==> src/common/rsc_regs.vh <==
`ifndef RSC_REGS_VH
`define RSC_REGS_VH
// Special function register addresses
`define RSC_ADDR_MONITOR_CTRL 8'hff
`define RSC_ADDR_RESET_SOURCE 8'hef
// Supply monitor control fields
`define RSC_MON_EN_BIT 7
`define RSC_MON_STAT_BIT 6
// Reset source register fields
`define RSC_SRC_PIN_BIT 0
`define RSC_SRC_POR_BIT 1
// Reset and release values
`define RSC_PORT_LATCH_RESET 8'hff
`define RSC_PC_RESET 16'h0000
`define RSC_BYTE_ZERO 8'h00
`define RSC_WDT_DIVIDE 4'hc
// Power-on release delay in nanoseconds, and clock period
`define RSC_POR_DELAY_NS 300000
`define RSC_CLK_PERIOD_NS 8
`endif

==> src/verilog/rsc_sync.v <==
// Two-flop synchroniser with asynchronous assert and synchronous release
module rsc_sync (
  input wire clk,
  input wire arst_b,
  output reg q_b
);
  reg meta_reg;

  // First stage is read only by the second stage
  always @(posedge clk or negedge arst_b) begin
    if (!arst_b) begin
      meta_reg <= 1'b0;
      q_b <= 1'b0;
    end else begin
      meta_reg <= 1'b1;
      q_b <= meta_reg;
    end
  end
endmodule

==> src/verilog/rsc_ctrl.v <==
`include "rsc_regs.vh"

// Summary of operation
// - Reset state halts core, clears registers, interrupts
// - Data memory untouched by reset
// - Port latches all ones, weak pullups enabled
// - Drive reset pin low for supply resets
// - Release clears PC, selects internal oscillator
// - Release enables watchdog at clock over twelve
// - Fetch starts at address zero after reset
// - Hold power-on reset for release delay
// - Supply resets set power-on flag
// - Other resets clear power-on flag
// - Power-on reset or a control bit7 write enables supply monitor
// - Low supply holds reset and pin low
// - Monitor reset release has no delay
// - Monitor resets only when selected as source
// - Early selection may cause spurious reset
// - Control bit7 RW, bit6 RO, rest zero
// - Status bit shows live monitor output
// - Low reset pin enters reset state
// - Pin reset entry sets pin reset flag unless monitor trips same cycle
module rsc_ctrl #(
  parameter POR_DELAY_CYCLES = (`RSC_POR_DELAY_NS + `RSC_CLK_PERIOD_NS - 1) / `RSC_CLK_PERIOD_NS
) (
  input wire sys_clk,
  input wire rst_b,
  input wire supply_ok,
  input wire reset_pin_in,
  input wire sfr_wr,
  input wire sfr_rd,
  input wire [7:0] sfr_addr,
  input wire [7:0] sfr_wdata,
  output reg [7:0] sfr_rdata,
  output reg reset_pin_out,
  output reg reset_pin_oe,
  output reg core_reset,
  output reg periph_reset,
  output reg [15:0] pc_start,
  output reg [7:0] port_latch,
  output reg weak_pullup_en,
  output reg osc_internal_sel,
  output reg wdt_enable,
  output reg [3:0] wdt_prescale,
  output reg irq_timer_en,
  output reg supply_monitor_enable_out
);
  localparam ST_POR = 3'b001;
  localparam ST_HOLD = 3'b010;
  localparam ST_RUN = 3'b100;
  localparam CW = 16;

  ////////////////////////////////////////////////////////////////////////////////
  // Combine and synchronise the asynchronous reset requests
  wire rst_sync_b;
  reg supply_ok_reg;
  reg supply_ok_sync_reg;
  reg pin_meta_reg;
  reg pin_sync_reg;

  // Power-on reset release through two flops
  rsc_sync i_rel_sync (
    .clk(sys_clk),
    .arst_b(rst_b),
    .q_b(rst_sync_b)
  );

  // Synchronise monitor and pin levels so release is glitch free
  always @(posedge sys_clk or negedge rst_sync_b) begin
    if (!rst_sync_b) begin
      supply_ok_reg <= 1'b0;
      supply_ok_sync_reg <= 1'b0;
      pin_meta_reg <= 1'b1;
      pin_sync_reg <= 1'b1;
    end else begin
      supply_ok_reg <= supply_ok;
      supply_ok_sync_reg <= supply_ok_reg;
      pin_meta_reg <= reset_pin_in;
      pin_sync_reg <= pin_meta_reg;
    end
  end

  ////////////////////////////////////////////////////////////////////////////////
  // Registers and sequencer
  reg [2:0] state_reg;
  reg [2:0] state_next;
  reg [CW-1:0] por_cnt_reg;
  reg mon_en_reg;
  reg mon_sel_reg;
  reg por_flag_reg;
  reg pin_flag_reg;
  reg [1:0] oe_hist_reg;
  wire mon_trip;
  wire pin_req;
  wire sel_mon_ctrl;
  wire sel_src;

  function is_addr;
    input [7:0] a;
    input [7:0] target;
    begin
      is_addr = (a == target);
    end
  endfunction

  assign sel_mon_ctrl = is_addr(sfr_addr, `RSC_ADDR_MONITOR_CTRL);
  assign sel_src = is_addr(sfr_addr, `RSC_ADDR_RESET_SOURCE);
  // Monitor trips only when both enabled and selected; selecting an unsettled monitor may trip it
  assign mon_trip = mon_en_reg && mon_sel_reg && !supply_ok_sync_reg;
  // Own pin drive echoes back through the sync flops, so it is masked until the echo has passed
  assign pin_req = !pin_sync_reg && !reset_pin_oe && !oe_hist_reg[0] && !oe_hist_reg[1];

  // History of our own pin drive, two cycles deep to match the synchroniser
  always @(posedge sys_clk or negedge rst_sync_b) begin
    if (!rst_sync_b) begin
      oe_hist_reg <= 2'b11;
    end else begin
      oe_hist_reg <= {oe_hist_reg[0], reset_pin_oe};
    end
  end

  // Next-state logic
  always @* begin
    state_next = state_reg;
    case (state_reg)
      ST_POR: begin
        if (por_cnt_reg == POR_DELAY_CYCLES[CW-1:0] - 1'b1) begin
          state_next = ST_RUN;
        end
      end
      ST_HOLD: begin
        if (!mon_trip && !pin_req) begin
          state_next = ST_RUN;
        end
      end
      ST_RUN: begin
        if (mon_trip || pin_req) begin
          state_next = ST_HOLD;
        end
      end
      default: begin
        state_next = ST_POR;
      end
    endcase
  end

  // Sequencer, configuration and cause flags
  always @(posedge sys_clk or negedge rst_sync_b) begin
    if (!rst_sync_b) begin
      state_reg <= ST_POR;
      por_cnt_reg <= {CW{1'b0}};
      mon_en_reg <= 1'b1;
      mon_sel_reg <= 1'b0;
      por_flag_reg <= 1'b1;
      pin_flag_reg <= 1'b0;
    end else begin
      state_reg <= state_next;
      if (state_reg == ST_POR) begin
        por_cnt_reg <= por_cnt_reg + 1'b1;
      end
      if (state_reg == ST_RUN && state_next == ST_HOLD) begin
        // Cause flags recorded at entry, visible on exit; monitor enable is kept
        por_flag_reg <= mon_trip;
        pin_flag_reg <= !mon_trip && pin_req;
      end else if (state_reg == ST_HOLD && state_next == ST_RUN) begin
        // Selection dropped on exit so a monitor hold lasts until the supply returns
        mon_sel_reg <= 1'b0;
      end else if (sfr_wr && sel_mon_ctrl && state_reg == ST_RUN) begin
        mon_en_reg <= sfr_wdata[`RSC_MON_EN_BIT];
      end else if (sfr_wr && sel_src && state_reg == ST_RUN) begin
        if (sfr_wdata[`RSC_SRC_POR_BIT]) begin
          mon_sel_reg <= 1'b1;
        end
      end
    end
  end

  ////////////////////////////////////////////////////////////////////////////////
  // Outputs, all registered
  always @(posedge sys_clk or negedge rst_sync_b) begin
    if (!rst_sync_b) begin
      sfr_rdata <= `RSC_BYTE_ZERO;
      reset_pin_out <= 1'b0;
      reset_pin_oe <= 1'b1;
      core_reset <= 1'b1;
      periph_reset <= 1'b1;
      pc_start <= `RSC_PC_RESET;
      port_latch <= `RSC_PORT_LATCH_RESET;
      weak_pullup_en <= 1'b1;
      osc_internal_sel <= 1'b1;
      wdt_enable <= 1'b0;
      wdt_prescale <= `RSC_WDT_DIVIDE;
      irq_timer_en <= 1'b0;
      supply_monitor_enable_out <= 1'b1;
    end else begin
      reset_pin_out <= 1'b0;
      // Pin driven low only for supply resets, never for pin resets
      reset_pin_oe <= (state_next == ST_POR) || (state_next == ST_HOLD && mon_trip);
      // Core halts and registers reload; data memory has no reset here
      core_reset <= (state_next != ST_RUN);
      periph_reset <= (state_next != ST_RUN);
      if (state_next != ST_RUN) begin
        port_latch <= `RSC_PORT_LATCH_RESET;
        pc_start <= `RSC_PC_RESET;
        osc_internal_sel <= 1'b1;
        irq_timer_en <= 1'b0;
        wdt_enable <= 1'b0;
      end else begin
        wdt_enable <= 1'b1;
        irq_timer_en <= 1'b1;
      end
      weak_pullup_en <= 1'b1;
      wdt_prescale <= `RSC_WDT_DIVIDE;
      supply_monitor_enable_out <= mon_en_reg;
      // Read data: live status, unused bits zero
      if (sfr_rd && sel_mon_ctrl) begin
        sfr_rdata <= {mon_en_reg, supply_ok_sync_reg, 6'b00_0000};
      end else if (sfr_rd && sel_src) begin
        sfr_rdata <= {6'b00_0000, por_flag_reg, pin_flag_reg};
      end else begin
        sfr_rdata <= `RSC_BYTE_ZERO;
      end
    end
  end
endmodule

==> config.mk <==
export PLATFORM = sky130hd
export DESIGN_NAME = rsc_ctrl
export DESIGN_NICKNAME = d
export VERILOG_FILES = /design/src/verilog/rsc_sync.v /design/src/verilog/rsc_ctrl.v
export VERILOG_INCLUDE_DIRS = /design/src /design/src/common
export SDC_FILE = /design/constraint.sdc
export NUM_CORES = 1
export LEC_CHECK = 0
export BUFFER_PORTS_ARGS = -buffer_cell sky130_fd_sc_hd__buf_2
export CAP_MARGIN = 10
export CORE_MARGIN = 10
export CORE_UTILIZATION = 44
export DETAILED_ROUTE_END_ITERATION = 12
export GPL_ROUTABILITY_DRIVEN = 0
export PLACE_DENSITY = 0.75
export SLEW_MARGIN = 20
export SYNTH_ARGS = -nofsm -noshare
export SYNTH_HDL_FRONTEND = slang
export SYNTH_SLANG_ARGS = --single-unit
==> constraint.sdc <==
create_clock -name sys_clk -period 1.1 [get_ports sys_clk]
set_input_delay 0.22 -clock sys_clk [delete_from_list [all_inputs] [get_ports sys_clk]]
set_output_delay 0.22 -clock sys_clk [all_outputs]
set_load 0.01 [all_outputs]
; ---- Yosys cells after proc, flatten, opt, wreduce, memory -nomap -nowiden
; Index checks and enable logic that the tools add are counted.
[totals]
mem_bits_rw = 0
out_inout_bits = 45
register_bits = 43
inputBits = 22
memories = 0
rom_bits = 0
latchBits = 0
[op_classes]
bitwise_logic = 2
n_shift = 0
n_lt_le_gt_ge = 0
div = 0
eq_ne = 11
multipliers = 0
add_sub_neg = 1
reduce_logical = 29
n_mux = 11
[op_table]
columns = op, count
row1 = $add A16 B1 Y16 const B, 1
row2 = $eq A16 B16 Y1 const B, 1
row3 = $eq A8 B8 Y1 const B, 2
row4 = $logic_and A1 B1 Y1, 16
row5 = $mux W3, 3
row6 = $pmux W3 S3, 1
row7 = $mux W8, 1
row8 = $logic_not A1 Y1, 7
row9 = $eq A3 B1 Y1 const B, 2
row10 = $eq A3 B2 Y1 const B, 2
row11 = $eq A3 B3 Y1 const B, 2
row12 = $mux W1, 5
row13 = $reduce_and A4 Y1, 1
row14 = $reduce_bool A2 Y1, 2
row15 = $ne A3 B3 Y1 const B, 1
row16 = $reduce_and A3 Y1, 1
row17 = $logic_or A1 B1 Y1, 2
row18 = $mux W2, 1
row19 = $ne A2 B2 Y1 const B, 1
row20 = $not A1 Y1, 2

; ---- Depth between registers and ports, before layout
[logic_depth]
word_depth = 12
mapped_depth = 5
ltp_nobuf = 4

; ---- Hierarchy
; From an unflattened synthesis, not the netlist that was laid out.
[unflattened]
cells_unflattened = 164
area_unflattened_um2 = 1898.1
[modules_own_cells]
columns = mod, area_per_inst_um2, n_inst, seq_area_each_um2, cells_each
row1 = rsc_ctrl, 1844.3, 1, 938.4, 161
row2 = rsc_sync, 53.8, 1, 50.0, 3

; ---- Worst setup path after synthesis
; No wires, ideal clock.
[synth_path]
path_type = flip-flop to flip-flop
startpoint = reg state_reg[0]
endpoint = reg por_cnt_reg[1]
t_arrival_ns = 1.332
stages_incl_launch_ff = 3
path_slack_ns = -0.357
path_cell_list = dfstp_2 > nor3b_1 > mux2_2
[synth_between]
elab_chain_cells = 1
[synth_rtl]
columns = element, line_no
row1 = start: declaration, rsc_ctrl.v:85  ; reg [2:0] state_reg;
row2 = start signal: assignment, rsc_ctrl.v:157  ; state_reg <= state_next;
row3 = $eq A3 B1 Y1, rsc_ctrl.v:158  ; if (state_reg == ST_POR) begin
row4 = end signal: assignment, rsc_ctrl.v:151  ; por_cnt_reg <= {CW{1'b0}};
row5 = end signal: assignment, rsc_ctrl.v:159  ; por_cnt_reg <= por_cnt_reg + 1'b1;
row6 = end: declaration, rsc_ctrl.v:87  ; reg [CW-1:0] por_cnt_reg;
; No other way between the ends.
; A chain may end at the register's enable or synchronous reset.

; ---- Worst setup path in the final report
[layout_path]
startpoint = reg state_reg[2]
endpoint = reg por_cnt_reg[9]
; The elaborated chain is that of the path after synthesis.

==> metrics.cfg <==
[critical_path]
rrSetupSlack_ps=-330
cp.required_ps=1280
worstSetupPathType=reg -> reg
max_stage_delay_ps=450
crit_start=state_reg[2]$_DFF_PN0_
r2r_end=por_cnt_reg[9]$_DFFE_PN0P_
critPathLaunchType=register
reg2reg_from=state_reg[2]$_DFF_PN0_
crit_arrival_ps=1610
ff2ff_path_depth=4
path_cells=and4bb_1 -> and4_4 -> nand4_1 -> xnor2_1
cpMaxStageDelayCell=dfrtp_2
endpoint_kind=register
crit_fanout=6

[floorplanning]
core_area_mm2=0.00403
die_h_um=84.9
num_rows=23
ios=67
initial_utilization=0.460
die_x_um=84.9
die_area_mm2=0.00721

[sta]
skew_ps=4.80
setup_viol=30
rsz0062_at_grt=yes
fin_hold_ws_ps=29.9
fmax_ghz=0.701
period_needed_ps=1430
period_share=1.30
setup_ws_ps=-326
slew_viol_final=0
final_hold_viol_count=0

[clocking]
cts.sinks=39
cts_buffers=5
cts_max_level=2
clockBufferDepth=2
cts_tree=done
clk_pin_slew_ps=70
clockRootBuffer=clkbuf_8
clk_latency_ps=290

[synthesis]
synthArstFlopShare=1.00
synth_seq_area_share=0.533
ys.warnings.count=0
yosysUniqueCellTypes=33
synth-edff-count=0
synthFlopType=dfrtp_1
synth_area_mm2=0.00185
avgSynthCellArea_um2=11.4
synthCells=162
synth_seq_cells=39

[power_and_ir_drop]
power_w=0.00251
p_per_area_mw_per_mm2=1020
ir_drop_v=0.000386
p_leak_nw=1.22

[job]
cap_violations=0

[global_routing]
antenna_found_initial=0
grt_max_degree=16
grt_pass1_wl_um=6490
grt_pass1_vias=1360
grt-ovfl-total=0
grt_use_total=0.111

[route]
drt-initial-drc-count=76
via_per_inst=4.58
met2_wirelength_um=2040
vias=1270
firstDrtPassIters=4
highest_layer=met4
wl_met1_um=1630
drcViolationCount=0
ant_nets=0
met3RoutedLength_um=224
totalWireLength_um=4000
wire_per_inst_um=14.4

[run_status]
violations=setup timing
status=complete, but fails checks

[final_layout]
n_fill_cell=302
final_cell_mix=conb_1 (36), buf_4 (32), dfrtp_1 (27)
final_common_cell=conb_1
syn_to_final_growth_pct=32.5
nets=249
drive_gt1_frac=0.480
diodes=0
largest_reg_flops=16
fin_util=0.610

[placement]
dp_slack_ps=-418
port_buffers=25
dp_hpwl_um=2890

[min_path]
min_path_cells=1
hold_path_end=supply_ok_reg$_DFF_PN0_
worstHoldStart=supply_ok
min_path_type=in -> reg

how the worst max path moves through the flow:
| stage | endpoint | slack [ps] |
|---|---|---|
| after global placement | por_cnt_reg[9]$_DFFE_PN0P_ | -340 |
| final | por_cnt_reg[9]$_DFFE_PN0P_ | -330 |
| after global routing | por_cnt_reg[9]$_DFFE_PN0P_ | -390 |
| after CTS | por_cnt_reg[9]$_DFFE_PN0P_ | -320 |
| after floorplan | por_cnt_reg[9]$_DFFE_PN0P_ | -330 |
| after detailed placement | por_cnt_reg[9]$_DFFE_PN0P_ | -420 |
critical path, delay by kind of cell (launching register included):
family           cells  cell delay (ps)
XOR/XNOR             1              140
flip-flops           1              450
AND/OR/NAND/NOR      3              720
timing repair:
item,4_1_cts,5_1_grt
setup endpoints to repair,30,30
pin swaps,16,13
buffers inserted,3,6
endpoints found under the hold margin,2,0
resized for setup,25,10
hold buffers,1,0
cell type report:
cell class,count,area [um2],area share
clock buffers,5,68.8,0.0280
well taps,50,62.6,0.0255
flip-flops and latches,39,991,0.403
repair buffers,64,477,0.194
clock inverters,3,15.0,0.00611
multi-input cells,116,842,0.343
through the flow:
stage | std cells | area [um2] | setup TNS, ps
finish | 277 | 2460 | -6420
global route | 277 | 2460 | -7960
CTS | 274 | 2380 | -6170
detailed placement | 262 | 2160 | -6870
global placement | 262 | 2160 | -5890
floorplan | 196 | 2030 | -4560
where the power goes:
part	total (W)	switching (W)	leakage [nW]	internal, W
clock network	0.000921	0.000488	0.0477	0.000433
registers	0.00146	0.0000151	0.469	0.00145
logic	0.000124	0.0000911	0.701	0.0000328
kinds of logic (layout without fill, tap and decap cells):
| group | Yosys count | in the layout | share of synthesized area |
|---|---|---|---|
| adders and majority gates | 1 | 1 | 0.00675 |
| and+or+nand+nor | 53 | 53 | 0.175 |
| AOI/OAI and AO/OA | 8 | 8 | 0.0297 |
| xor gates and xnor gates | 16 | 16 | 0.0756 |
| muxes | 2 | 2 | 0.0121 |
| DFF | 39 | 39 | 0.533 |
| other | 2 | 36 | 0.00405 |
| buffers and inverters | 41 | 72 | 0.164 |
cells in the mapped netlist (all sizes together) (3+ instances only):
master	number	area share
buf	41	0.16
dfrtp	29	0.39
xnor2	14	0.066
dfstp	10	0.14
nand2	9	0.018
nand4	9	0.030
nor2	8	0.016
and3	7	0.025
and2	4	0.013
nand3	4	0.011
a21oi	3	0.0081
layer usage:
| layer | track usage | up-vias |
|---|---|---|
| met2 | 0.176 | 47 |
| li1 | - | 603 |
| met4 | 0.0629 | 0 |
| met1 | 0.128 | 610 |
| met3 | 0.0402 | 10 |
| met5 | 0 | - |
Note: power is estimated with default switching activity, not from simulation.
